## src/fcs_pkg.sv

```systemverilog
// shared constants and carriers for the fabric flow-control status block
package fcs_pkg;

    // status message layout
    localparam int MSG_W = 27;
    localparam logic [1:0] KIND_IDLE = 2'h3;
    localparam logic KIND_CLASS = 1'b0;
    localparam logic [23:0] IDLE_BODY = 24'h000000;
    localparam logic [3:0] SUBPORT_NONE = 4'h0;

    // response timing, in ticks of half a clock
    localparam int C_TICKS = 192;
    localparam int SEG_TICKS_DEF = 34;
    localparam int TICKS_PER_CYCLE = 2;
    localparam logic [1:0] FRAME_ERR_LIMIT = 2'h3;

    // training interval unit is 2^8 clocks
    localparam int TRAIN_UNIT_SHIFT = 8;

    // register byte offsets
    localparam logic [4:0] REG_CTRL = 5'h00;
    localparam logic [4:0] REG_STATUS = 5'h04;
    localparam logic [4:0] REG_DATA_TRAIN_REPEATS = 5'h08;
    localparam logic [4:0] REG_STATUS_TRAIN_REPEATS = 5'h0c;
    localparam logic [4:0] REG_DATA_TRAIN_MAXT = 5'h10;
    localparam logic [4:0] REG_STATUS_TRAIN_MAXT = 5'h14;
    localparam logic [4:0] REG_CLASS_SEND = 5'h18;
    localparam logic [4:0] REG_CLASS_VIEW = 5'h1c;

    // control register fields
    localparam int CTRL_RUN = 0;
    localparam int CTRL_SNR_EN = 1;
    localparam int CTRL_SUBPORT_EN = 2;
    localparam int CTRL_MCAST_SEP = 3;
    localparam int CTRL_CLASS_EN = 4;
    localparam int CTRL_VIEW_GRP_LO = 8;
    localparam int CTRL_VIEW_MCAST = 12;
    localparam logic [12:0] CTRL_RST = 13'h0000;
    localparam logic [31:0] RDATA_NONE = 32'h00000000;

    typedef enum logic [2:0] {
        RX_RUN,
        RX_DIP_WAIT,
        RX_DIP_CONFIRM,
        RX_TRAIN,
        RX_TRAIN_END,
        RX_FRAME_LOST
    } fcs_rx_t;

    typedef struct packed {
        logic ready;
        logic [1:0] kind;
        logic [23:0] body;
    } fcs_msg_t;

    typedef struct packed {
        logic [4:0] address;
        logic read;
        logic write;
        logic [31:0] writedata;
    } fcs_avs_req_t;

    typedef struct packed {
        logic [39:0] cyc;
        logic [7:0] left;
        logic req;
    } fcs_sched_t;

endpackage

```

## src/fcs_flow_status.sv

```systemverilog
// flow-control status handling for the data source in fabric mode
//
// Local design decisions: the register offsets and the Avalon-MM interface to the registers.
`timescale 1ns/10ps

// How it works
// - idle messages carry type 11, zero bits 23:0, ready flag in 26
// - idle sent when nothing pending or remote status-not-ready holds
// - bit 26 is the ready flag: 1 accepts data, 0 refuses
// - class messages carry a zero type bit 25
// - bit 24 marks multicast only when unicast and multicast separate
// - sub-port bits sent zero unless sub-port mode is on; always ignored on receipt
// - bits 19:16 pick sixteen classes; bitmap bit i is XON for class
// - after reset ready is off, every other flow state is XON
// - all bursts stopped within C plus one segment of ticks
// - no new transfer starts once ready has been cleared
// - checksum checked first; error clears ready until two good msgs
// - training clears ready; afterwards follow first good message
// - third framing error clears ready until a checksum-valid message
// - class messages act in one cycle, as fast as per-port messages
// - status-not-ready driven zero unless the feature is enabled
// - status-not-ready set means only idle messages are accepted
// - sender follows status-not-ready changes on the next message
// - status-not-ready handling has its own enable bit
// - data training counts as not-ready; idle control word follows
// - ready flag of idle messages still honoured under not-ready
// - training repeats and intervals loaded by software before run
// - repeats 0..255 scheduled in every interval of 256 clocks units after the first
module fcs_flow_status
    import fcs_pkg::*;
#(
    parameter int SEG_TICKS = fcs_pkg::SEG_TICKS_DEF
)
(
    // clock and reset
    input wire logic ref_clk,
    input wire logic rst,
    // register bus
    input wire fcs_pkg::fcs_avs_req_t avsReq,
    output logic [31:0] avsReadData,
    output logic avsWaitRequest,
    // received status messages
    input wire logic rxMsgValid,
    input wire fcs_pkg::fcs_msg_t rxMsg,
    input wire logic rxDip2Ok,
    input wire logic rxTraining,
    input wire logic rxFrameErr,
    // data path gating
    input wire logic [7:0] segClass,
    input wire logic segMcast,
    input wire logic burstActive,
    output logic startAllowed,
    output logic classXon,
    output logic stopOverdue,
    // status sender
    input wire logic localReady,
    input wire logic localStatusBusy,
    input wire logic txTake,
    output fcs_pkg::fcs_msg_t txMsg,
    output logic txMsgValid,
    input wire logic icwValid,
    input wire logic icwSnrIn,
    input wire logic dataTrainRx,
    output logic icwSnrOut,
    output logic icwReq,
    // training scheduling
    output logic dataTrainReq,
    input wire logic dataTrainDone,
    output logic statTrainReq,
    input wire logic statTrainDone
);
    import fcs_pkg::*;

    localparam int RESP_CYC = (C_TICKS + SEG_TICKS) / TICKS_PER_CYCLE;
    localparam logic [7:0] RESP_CNT = 8'(RESP_CYC);

    typedef struct packed {
        logic waitReq;
        logic [31:0] readData;
        logic [12:0] ctrl;
        logic [7:0] dataRep;
        logic [7:0] statRep;
        logic [31:0] dataMaxT;
        logic [31:0] statMaxT;
        logic pend;
        logic [24:0] pendMsg;
        fcs_rx_t rxSt;
        logic drState;
        logic [1:0] frameErrCnt;
        logic [7:0] stopCnt;
        logic stopRun;
        logic startAllowed;
        logic stopOverdue;
        logic classXon;
        logic [1:0][15:0][15:0] classTbl;
        logic snrRemote;
        fcs_msg_t txMsg;
        logic txMsgValid;
        logic icwSnrOut;
        logic icwReq;
        fcs_sched_t dataSch;
        fcs_sched_t statSch;
    } fcs_state_t;

    fcs_state_t state_q;
    fcs_state_t state_d;

    function automatic fcs_sched_t schedStep(
        input fcs_sched_t s,
        input logic [7:0] rep,
        input logic [31:0] maxT,
        input logic run,
        input logic done
    );
        fcs_sched_t n;
        logic [39:0] lim;
        n = s;
        lim = {maxT, 8'h00};
        if (done && n.left != 8'h00)
        begin
            n.left = n.left - 8'h01;
        end
        if (!run || maxT == 32'h00000000)
        begin
            n.cyc = 40'h0000000000;
            n.left = 8'h00;
        end
        else if (n.cyc >= lim - 40'h0000000001)
        begin
            // a new interval reloads the full repeat count
            n.cyc = 40'h0000000000;
            n.left = rep;
        end
        else
        begin
            n.cyc = n.cyc + 40'h0000000001;
        end
        n.req = n.left != 8'h00;
        return n;
    endfunction

    logic rxGood;
    logic rxBad;
    logic [1:0] errNext;
    logic useMcast;
    assign rxGood = rxMsgValid && rxDip2Ok;
    assign rxBad = rxMsgValid && !rxDip2Ok;

    always_comb
    begin
        state_d = state_q;
        errNext = state_q.frameErrCnt;
        useMcast = 1'b0;

        // bus slave: one wait cycle, then the answer
        state_d.waitReq = !((avsReq.read || avsReq.write) && state_q.waitReq);
        if (avsReq.read && state_q.waitReq)
        begin
            if (avsReq.address == REG_CTRL)
            begin
                state_d.readData = {19'h00000, state_q.ctrl};
            end
            else if (avsReq.address == REG_STATUS)
            begin
                state_d.readData = {24'h000000, state_q.stopOverdue,
                    state_q.snrRemote, state_q.rxSt, state_q.startAllowed,
                    state_q.drState, state_q.pend};
            end
            else if (avsReq.address == REG_DATA_TRAIN_REPEATS)
            begin
                state_d.readData = {24'h000000, state_q.dataRep};
            end
            else if (avsReq.address == REG_STATUS_TRAIN_REPEATS)
            begin
                state_d.readData = {24'h000000, state_q.statRep};
            end
            else if (avsReq.address == REG_DATA_TRAIN_MAXT)
            begin
                state_d.readData = state_q.dataMaxT;
            end
            else if (avsReq.address == REG_STATUS_TRAIN_MAXT)
            begin
                state_d.readData = state_q.statMaxT;
            end
            else if (avsReq.address == REG_CLASS_SEND)
            begin
                state_d.readData = {7'h00, state_q.pendMsg};
            end
            else if (avsReq.address == REG_CLASS_VIEW)
            begin
                state_d.readData = {16'h0000, state_q.classTbl
                    [state_q.ctrl[CTRL_VIEW_MCAST]]
                    [state_q.ctrl[CTRL_VIEW_GRP_LO +: 4]]};
            end
            else
            begin
                state_d.readData = RDATA_NONE;
            end
        end

        // training counts are loaded here before run is set
        if (avsReq.write && !state_q.waitReq)
        begin
            if (avsReq.address == REG_CTRL)
            begin
                state_d.ctrl = avsReq.writedata[12:0];
            end
            else if (avsReq.address == REG_DATA_TRAIN_REPEATS)
            begin
                state_d.dataRep = avsReq.writedata[7:0];
            end
            else if (avsReq.address == REG_STATUS_TRAIN_REPEATS)
            begin
                state_d.statRep = avsReq.writedata[7:0];
            end
            else if (avsReq.address == REG_DATA_TRAIN_MAXT)
            begin
                state_d.dataMaxT = avsReq.writedata;
            end
            else if (avsReq.address == REG_STATUS_TRAIN_MAXT)
            begin
                state_d.statMaxT = avsReq.writedata;
            end
        end

        // training scheduler, one per path
        state_d.dataSch = schedStep(state_q.dataSch, state_q.dataRep,
            state_q.dataMaxT, state_q.ctrl[CTRL_RUN], dataTrainDone);
        state_d.statSch = schedStep(state_q.statSch, state_q.statRep,
            state_q.statMaxT, state_q.ctrl[CTRL_RUN], statTrainDone);

        // receiver: ready flag recovery
        if (rxFrameErr && !rxGood && errNext != FRAME_ERR_LIMIT)
        begin
            errNext = errNext + 2'h1;
        end
        else if (rxGood)
        begin
            errNext = 2'h0;
        end
        state_d.frameErrCnt = errNext;

        case (state_q.rxSt)
            RX_RUN:
            begin
                if (rxTraining)
                begin
                    state_d.rxSt = RX_TRAIN;
                end
                else if (rxGood)
                begin
                    state_d.drState = rxMsg.ready;
                end
                else if (rxBad)
                begin
                    state_d.rxSt = RX_DIP_WAIT;
                end
            end
            RX_DIP_WAIT:
            begin
                if (rxTraining)
                begin
                    state_d.rxSt = RX_TRAIN;
                end
                else if (rxGood)
                begin
                    state_d.rxSt = RX_DIP_CONFIRM;
                end
            end
            RX_DIP_CONFIRM:
            begin
                if (rxTraining)
                begin
                    state_d.rxSt = RX_TRAIN;
                end
                else if (rxGood)
                begin
                    state_d.drState = rxMsg.ready;
                    state_d.rxSt = RX_RUN;
                end
                else if (rxBad)
                begin
                    state_d.rxSt = RX_DIP_WAIT;
                end
            end
            RX_TRAIN:
            begin
                if (!rxTraining)
                begin
                    state_d.rxSt = RX_TRAIN_END;
                end
            end
            RX_TRAIN_END, RX_FRAME_LOST:
            begin
                if (rxTraining)
                begin
                    state_d.rxSt = RX_TRAIN;
                end
                else if (rxGood)
                begin
                    state_d.drState = rxMsg.ready;
                    state_d.rxSt = RX_RUN;
                end
                else if (rxBad)
                begin
                    // a bad checksum here still needs two good messages
                    state_d.rxSt = RX_DIP_WAIT;
                end
            end
            default:
            begin
                state_d.rxSt = RX_RUN;
            end
        endcase
        if (state_d.rxSt != RX_RUN && state_d.rxSt != RX_DIP_CONFIRM)
        begin
            state_d.drState = 1'b0;
        end
        if (errNext == FRAME_ERR_LIMIT && state_q.frameErrCnt != errNext)
        begin
            state_d.rxSt = RX_FRAME_LOST;
            state_d.drState = 1'b0;
        end

        // class table, applied at once to the segment gate
        if (rxGood && rxMsg.kind[1] == KIND_CLASS
            && state_q.ctrl[CTRL_CLASS_EN])
        begin
            useMcast = state_q.ctrl[CTRL_MCAST_SEP] && rxMsg.kind[0];
            // sub-port field is not used by this end
            state_d.classTbl[useMcast][rxMsg.body[19:16]] =
                rxMsg.body[15:0];
        end
        state_d.classXon = state_d.classTbl
            [state_q.ctrl[CTRL_MCAST_SEP] && segMcast]
            [segClass[7:4]][segClass[3:0]];
        // refusing new starts at once is stricter than the C allowance
        state_d.startAllowed = state_d.drState && state_d.classXon;

        // burst stop deadline from each loss of ready
        if (state_q.drState && !state_d.drState)
        begin
            state_d.stopRun = 1'b1;
            state_d.stopCnt = RESP_CNT;
        end
        else if (state_q.stopRun && state_q.stopCnt != 8'h00)
        begin
            state_d.stopCnt = state_q.stopCnt - 8'h01;
        end
        else if (state_q.stopRun)
        begin
            state_d.stopRun = 1'b0;
            state_d.stopOverdue = burstActive;
        end
        if (!burstActive)
        begin
            state_d.stopOverdue = 1'b0;
        end

        // remote status-not-ready, only when enabled
        if (!state_q.ctrl[CTRL_SNR_EN])
        begin
            state_d.snrRemote = 1'b0;
        end
        else if (dataTrainRx)
        begin
            state_d.snrRemote = 1'b1;
        end
        else if (icwValid)
        begin
            state_d.snrRemote = icwSnrIn;
        end

        // status sender
        state_d.txMsgValid = txTake;
        if (txTake)
        begin
            if (state_q.pend && !state_q.snrRemote)
            begin
                state_d.txMsg.ready = localReady;
                state_d.txMsg.kind = {KIND_CLASS,
                    state_q.ctrl[CTRL_MCAST_SEP] && state_q.pendMsg[24]};
                state_d.txMsg.body = {state_q.ctrl[CTRL_SUBPORT_EN] ?
                    state_q.pendMsg[23:20] : SUBPORT_NONE,
                    state_q.pendMsg[19:0]};
                state_d.pend = 1'b0;
            end
            else
            begin
                state_d.txMsg.ready = localReady;
                state_d.txMsg.kind = KIND_IDLE;
                state_d.txMsg.body = IDLE_BODY;
            end
        end
        // a new class write wins over the send that clears it
        if (avsReq.write && !state_q.waitReq
            && avsReq.address == REG_CLASS_SEND)
        begin
            state_d.pend = 1'b1;
            state_d.pendMsg = avsReq.writedata[24:0];
        end
        state_d.icwSnrOut = state_q.ctrl[CTRL_SNR_EN] && localStatusBusy;
        state_d.icwReq = dataTrainDone;
    end

    always_ff @(posedge ref_clk or posedge rst)
    begin
        if (rst)
        begin
            state_q <= '0;
            state_q.waitReq <= 1'b1;
            state_q.ctrl <= CTRL_RST;
            state_q.txMsg.kind <= KIND_IDLE;
            state_q.classTbl <= '1;
            state_q.classXon <= 1'b1;
        end
        else
        begin
            state_q <= state_d;
        end
    end

    assign avsReadData = state_q.readData;
    assign avsWaitRequest = state_q.waitReq;
    assign startAllowed = state_q.startAllowed;
    assign classXon = state_q.classXon;
    assign stopOverdue = state_q.stopOverdue;
    assign txMsg = state_q.txMsg;
    assign txMsgValid = state_q.txMsgValid;
    assign icwSnrOut = state_q.icwSnrOut;
    assign icwReq = state_q.icwReq;
    assign dataTrainReq = state_q.dataSch.req;
    assign statTrainReq = state_q.statSch.req;
endmodule

```

## config.mk

```make
export PLATFORM = sky130hd
export DESIGN_NAME = fcs_flow_status
export DESIGN_NICKNAME = d
export VERILOG_FILES = /design/src/fcs_pkg.sv /design/src/fcs_flow_status.sv
export SDC_FILE = /design/constraint.sdc
export NUM_CORES = 2
export LEC_CHECK = 0
export ABC_AREA = 1
export BUFFER_PORTS_ARGS = -buffer_cell sky130_fd_sc_hd__buf_2
export CAP_MARGIN = 0
export CORE_MARGIN = 2
export CORE_UTILIZATION = 42
export DETAILED_ROUTE_END_ITERATION = 12
export PLACE_DENSITY = 0.69
export SETUP_SLACK_MARGIN = 0.15
export SLEW_MARGIN = 5
export SYNTH_ARGS = -nofsm -noshare
export SYNTH_HDL_FRONTEND = slang
export SYNTH_SLANG_ARGS = --single-unit
```

## constraint.sdc

```tcl
create_clock -name ref_clk -period 56.7 [get_ports ref_clk]
set_input_delay 8.505 -clock ref_clk [delete_from_list [all_inputs] [get_ports ref_clk]]
set_output_delay 8.505 -clock ref_clk [all_outputs]
set_load 0.1 [all_outputs]
```

[After elaboration in Yosys (flattened, before gate mapping)]
Index checks and enable logic that the tools add are counted.
W data, S select, Z words.
Storage, ports and cells
  flip-flop bits (word level): 811
  word-level logic and storage cells: 226
Cells by class
  reduce and logical (&&, ||, !) cells: 56
  order comparisons: 11
  equal/unequal tests: 21
  add/sub/neg operators: 8
  bitwise gates (word level): 5
  mux-type cells: 63
Operator list (number)
  $mux W256: 5
  $bwmux W512: 1
  $mux W512: 1
  $demux W256 S1: 1
  $mux W32: 6
  $bmux W16 S4: 2
  $mux W48: 2
  $add A40 B1 Y40 const B: 2
  $ge A40 B40 Y1: 2
  $mux W40: 2
  $sub A40 B1 Y40 const B: 2
  $demux W16 S4: 1
  $logic_not A32 Y1: 2
  $mux W16: 4
  $mux W26: 2
  $mux W8: 5
  $reduce_bool A8 Y1: 5
  $mux W25: 1
  $logic_and A1 B1 Y1: 24
  $mux W3: 8
  $sub A8 B1 Y8 const B: 3
  $eq A5 B5 Y1 const B: 4
  $lt A4 B5 Y1 const B: 4
  $mux W1: 15
  other kinds (34): 60

[Depth between registers and ports, before layout]
  depth after elaboration: 15
  gate-level depth with buffers: 27
  depth with buffers taken out: 27

[Worst setup path before layout]
OpenSTA, ideal clock, no wires.
  path type: input to register
  start point: input rxMsg[24] (netlist bit)
  end point: register state_q (netlist bit startAllowed)
  path slack: 46.380 ns
  stages on the path: 17
  required time: 56.585 ns
  buffers on the path: 3
  arrival time: 10.205 ns
  cell sequence: nand2_2 buf_2 buf_4 nand3_2 buf_2 nand2_1 nand3_1 nand3_1 nand3_1 nand3_1 nand3_1 nand3_1 nand3_1 nand3_1 nand3_1 nand2_1 nor2_1
RTL lines
  start: declaration: line fcs_flow_status.sv:44  | input wire fcs_pkg::fcs_msg_t rxMsg,
  end signal: assignment: line fcs_flow_status.sv:419  | state_q <= state_d;
  end: declaration: line fcs_flow_status.sv:105  | fcs_state_t state_q;

==> results.cfg <==
[global_route]
overflow = 0
antenna_found_initial = 11
grt_pass1_vias = 43933
grt_start_max_net_pins = 148
grt_usage_pct = 29.3
grt_pass1_wl_mm = 261

[finish]
final_area_mm2 = 0.0517
multi_input_area_mm2 = 0.0231
drive_gt1_share_pct = 15.8
final_nets = 6489
layout.area.seq_mm2 = 0.0209
fillers = 11190
syn_to_final_growth_pct = 9.34

[synthesis]
syn_nets = 6623
syn_avg_cell_area_um2 = 7.32
seq_area_frac_synth_pct = 44.3
syn_area_mm2 = 0.0473
yosys.area.top_type = dfstp_2
synth_warnings = 0
syn_inst = 6456
ys_top_cells_by_count = nand2_1 (2,093), nand3_1 (827), o21ai_0 (549)
async_reset_ff_share_pct = 100
netlist_top_cells_area = dfstp_2 (29%), nand2_1 (17%), dfrtp_1 (16%), nand3_1 (8.8%), o21ai_0 (5.8%)
yosysMostFrequentCell = nand2_1
yosysUniqueCellTypes = 57
ys.flop_type = dfstp_2
synth_top_area_share_pct = 28.7
synth-edff-count = 0
ys_ff_latch = 811

[worst_setup_path]
reg2reg_from = state_q[719]
critPathRequiredTime_ns = 57.31
reg2reg_depth = 24
cpMostUsedCell = nand3_1
critPathBufInv = 4
timing.critical_path.from = rxMsgValid
worst-path-stages = 19
endpoint_kind = register
cp_slowest_stage_delay_ns = 0.63
cp_data_arrival_time_ns = 12.88
cp-start-kind = input port
slowest_stage = nand3_2
worst-path-max-fanout = 50
reg2reg_slack_ns = 50.92
worst-setup-path-type = in2reg
endpoint = startAllowed
cp_top_family = simple AND/OR/NAND/NOR gates
worstPathCellList = buf_2, nand2_2, nor2_4, buf_4, buf_4, nand3_2, inv_1, nand2_1, nand3_1, nand3_1, nand3_1, nand3_1, nand3_1, nand3_1, nand3_1, nand3_1, nand3_1, nand2_1, nor2_1
reg2reg_to = state_q[83]

[cts]
cts_tree = built
clk_path_buf_depth = 3
cts_buffers = 92
h-tree-depth = 3
cts_sinks = 811
postCtsHoldBufs = 0
clk_pin_slew_ns = 0.06
post_cts_buffers = 0
insertion_delay_ns = 0.69
cts-root-buf = clkbuf_16
post_cts_resized = 0

[placed_design]
placed_cell_area_mm2 = 0.0485
portBuffers = 153
hpwlAfterDp_mm = 108
gp_congestion = 0.944

[floorplan]
dieHeight_um = 339
core_area_mm2 = 0.112
dieArea_mm2 = 0.115
start_util_pct = 42.2
pin_count = 158
die_x_um = 339
rows = 123

[drt]
drt-total-wl_mm = 174
vias_per_cell = 5.88
final_antenna_net_count = 0
vias = 46491
drtIter0Drc = 5695
wl_per_cell_um = 22.0
drc = 0
dr.pass1.iters = 9

[timing]
slew_viol_final = 0
maxSlewHeadroom_pct = 15.6
max_freq_mhz = 81.5
min_period_over_period_pct = 21.6
skew_ns = 0.0313
finalSetupTns_ns = 0
rsz0062_at_grt = no
worstMarginPinSlew_ns = 1.25
finalHoldViolCount = 0
layout_min_cycle_time_ns = 12.27
finalSetupViolCount = 0

[status]
outcome = finished clean

[job]
max_cap_viol_count = 0

[pwr]
p_per_area_mw_per_mm2 = 31.2
p_comb_share_pct = 21.1
vdd_drop_max_v = 0.0000224
internal_power_mw = 1.08
p_clk_share_pct = 39.3
switching_share_pct = 33.4
static-leakage-power_nw = 23.7
power.switching_uw = 539
seq_power_share_pct = 39.6

[hold_path]
hold_class = reg2reg
-- flip-flops by register name, summed over array words and instances, names as in the netlist --
register	flops
avsReadData	32
avsWaitRequest	1
classXon	1
dataTrainReq	1
icwReq	1
icwSnrOut	1
startAllowed	1
statTrainReq	1
state_q	743
stopOverdue	1
txMsg	27
txMsgValid	1
-- metal layers --
metal / vias up / share of wire (%) / GRT usage [%]
li1: 21094 / - / -
met1: 21987 / 38 / 37.5
met2: 2802 / 44 / 45.2
met3: 598 / 11 / 7.00
met4: 10 / 6.3 / 16.9
met5: - / 0.037 / 0
-- worst reg2reg max path: cells and delay by family (launching register included) --
family	cells	cell delay, ns
simple gates	19	4.09
xor+xnor	1	0.16
flops	1	0.43
buf+inv	3	0.61
fa+ha+maj	1	0.29
-- logic make-up after synthesis --
logic type	Yosys count	synth area share, %
simple gates	3716	33.5
compound gates	971	11.2
flops	811	44.3
buf+inv	770	6.88
xor+xnor	111	2.06
fa+ha+maj	77	2.04
-- metrics by stage --
step           power [mW]  utilization [%]  hold WS, ns  cells  worst slack, ns
6_report             1.61             46.1        0.467   7906            44.43
5_1_grt              1.67             46.1        0.489   7904            44.26
4_1_cts              1.61             46.1        0.469   7901            44.52
3_5_place_dp        0.976             43.2        0.454   7728            43.81
3_3_place_gp        0.972             43.2        0.446   7728            43.85
2_1_floorplan       0.867                -        0.424   6456            26.27
-- cell type report --
cell class,count,area share (%)
clock buffer,142,5.49
tap,1500,3.63
clock inverter,31,0.705
multi-input combinational,4875,44.7
antenna,5,0.0242
sequential,811,40.5
inverter,318,2.37
timing repair buffer,224,2.57
-- power by group through the flow --
stage                     combinational, mW  sequential (mW)  clock, mW
after floorplan                       0.230            0.637          0
after global placement                0.326            0.646          0
after detailed placement              0.330            0.647          0
after CTS                             0.331            0.638      0.638
after global routing                  0.368            0.641      0.664
final                                 0.341            0.639      0.635
-- worst min path at each step --
stage,startpoint,end,cells after the start
2_1_floorplan,state_q[9],state_q[9],1
3_3_place_gp,state_q[58],state_q[58],1
3_5_place_dp,state_q[9],state_q[9],1
4_1_cts,state_q[9],state_q[9],1
5_1_grt,state_q[58],state_q[58],1
6_report,state_q[58],state_q[58],1
-- cells in the final DEF, fill, tap and decap left out, types with 6 or more instances in the layout --
cell       netlist  final
nor2_2          14     15
nor2_1         520    519
nand3_2         11     11
o21ai_2         10     10
nor4_1          34     34
o22ai_1        148    148
a22o_1          11     11
or2_2           12     12
nor3_1          74     74
nand3_1        827    827
nand2_2          8     11
o221ai_1         8      8
o211ai_1        10     10
a21oi_1         83     83
inv_1          294    287
buf_2           70    152
dfstp_2        516    516
clkbuf_1       270     20
nand4_1         77     77
clkbuf_8         0     26
nor3b_1          7      7
o21ai_0        549    549
ha_1            77     77
bufinv_16        0      7
a211oi_1         7      7
dfrtp_1        295    292
a31oi_1          6      6
xor2_1          81     81
xnor2_1         30     30
o21ai_1        111    111
a221oi_1        11     11
buf_4           62     70
clkbuf_16        0     96
nand2_1       2093   2089
clkinv_2         0     17
inv_2           15     17
nor2_4          20     20
clkinv_1         8      8
(Power assumes the default switching activity.)
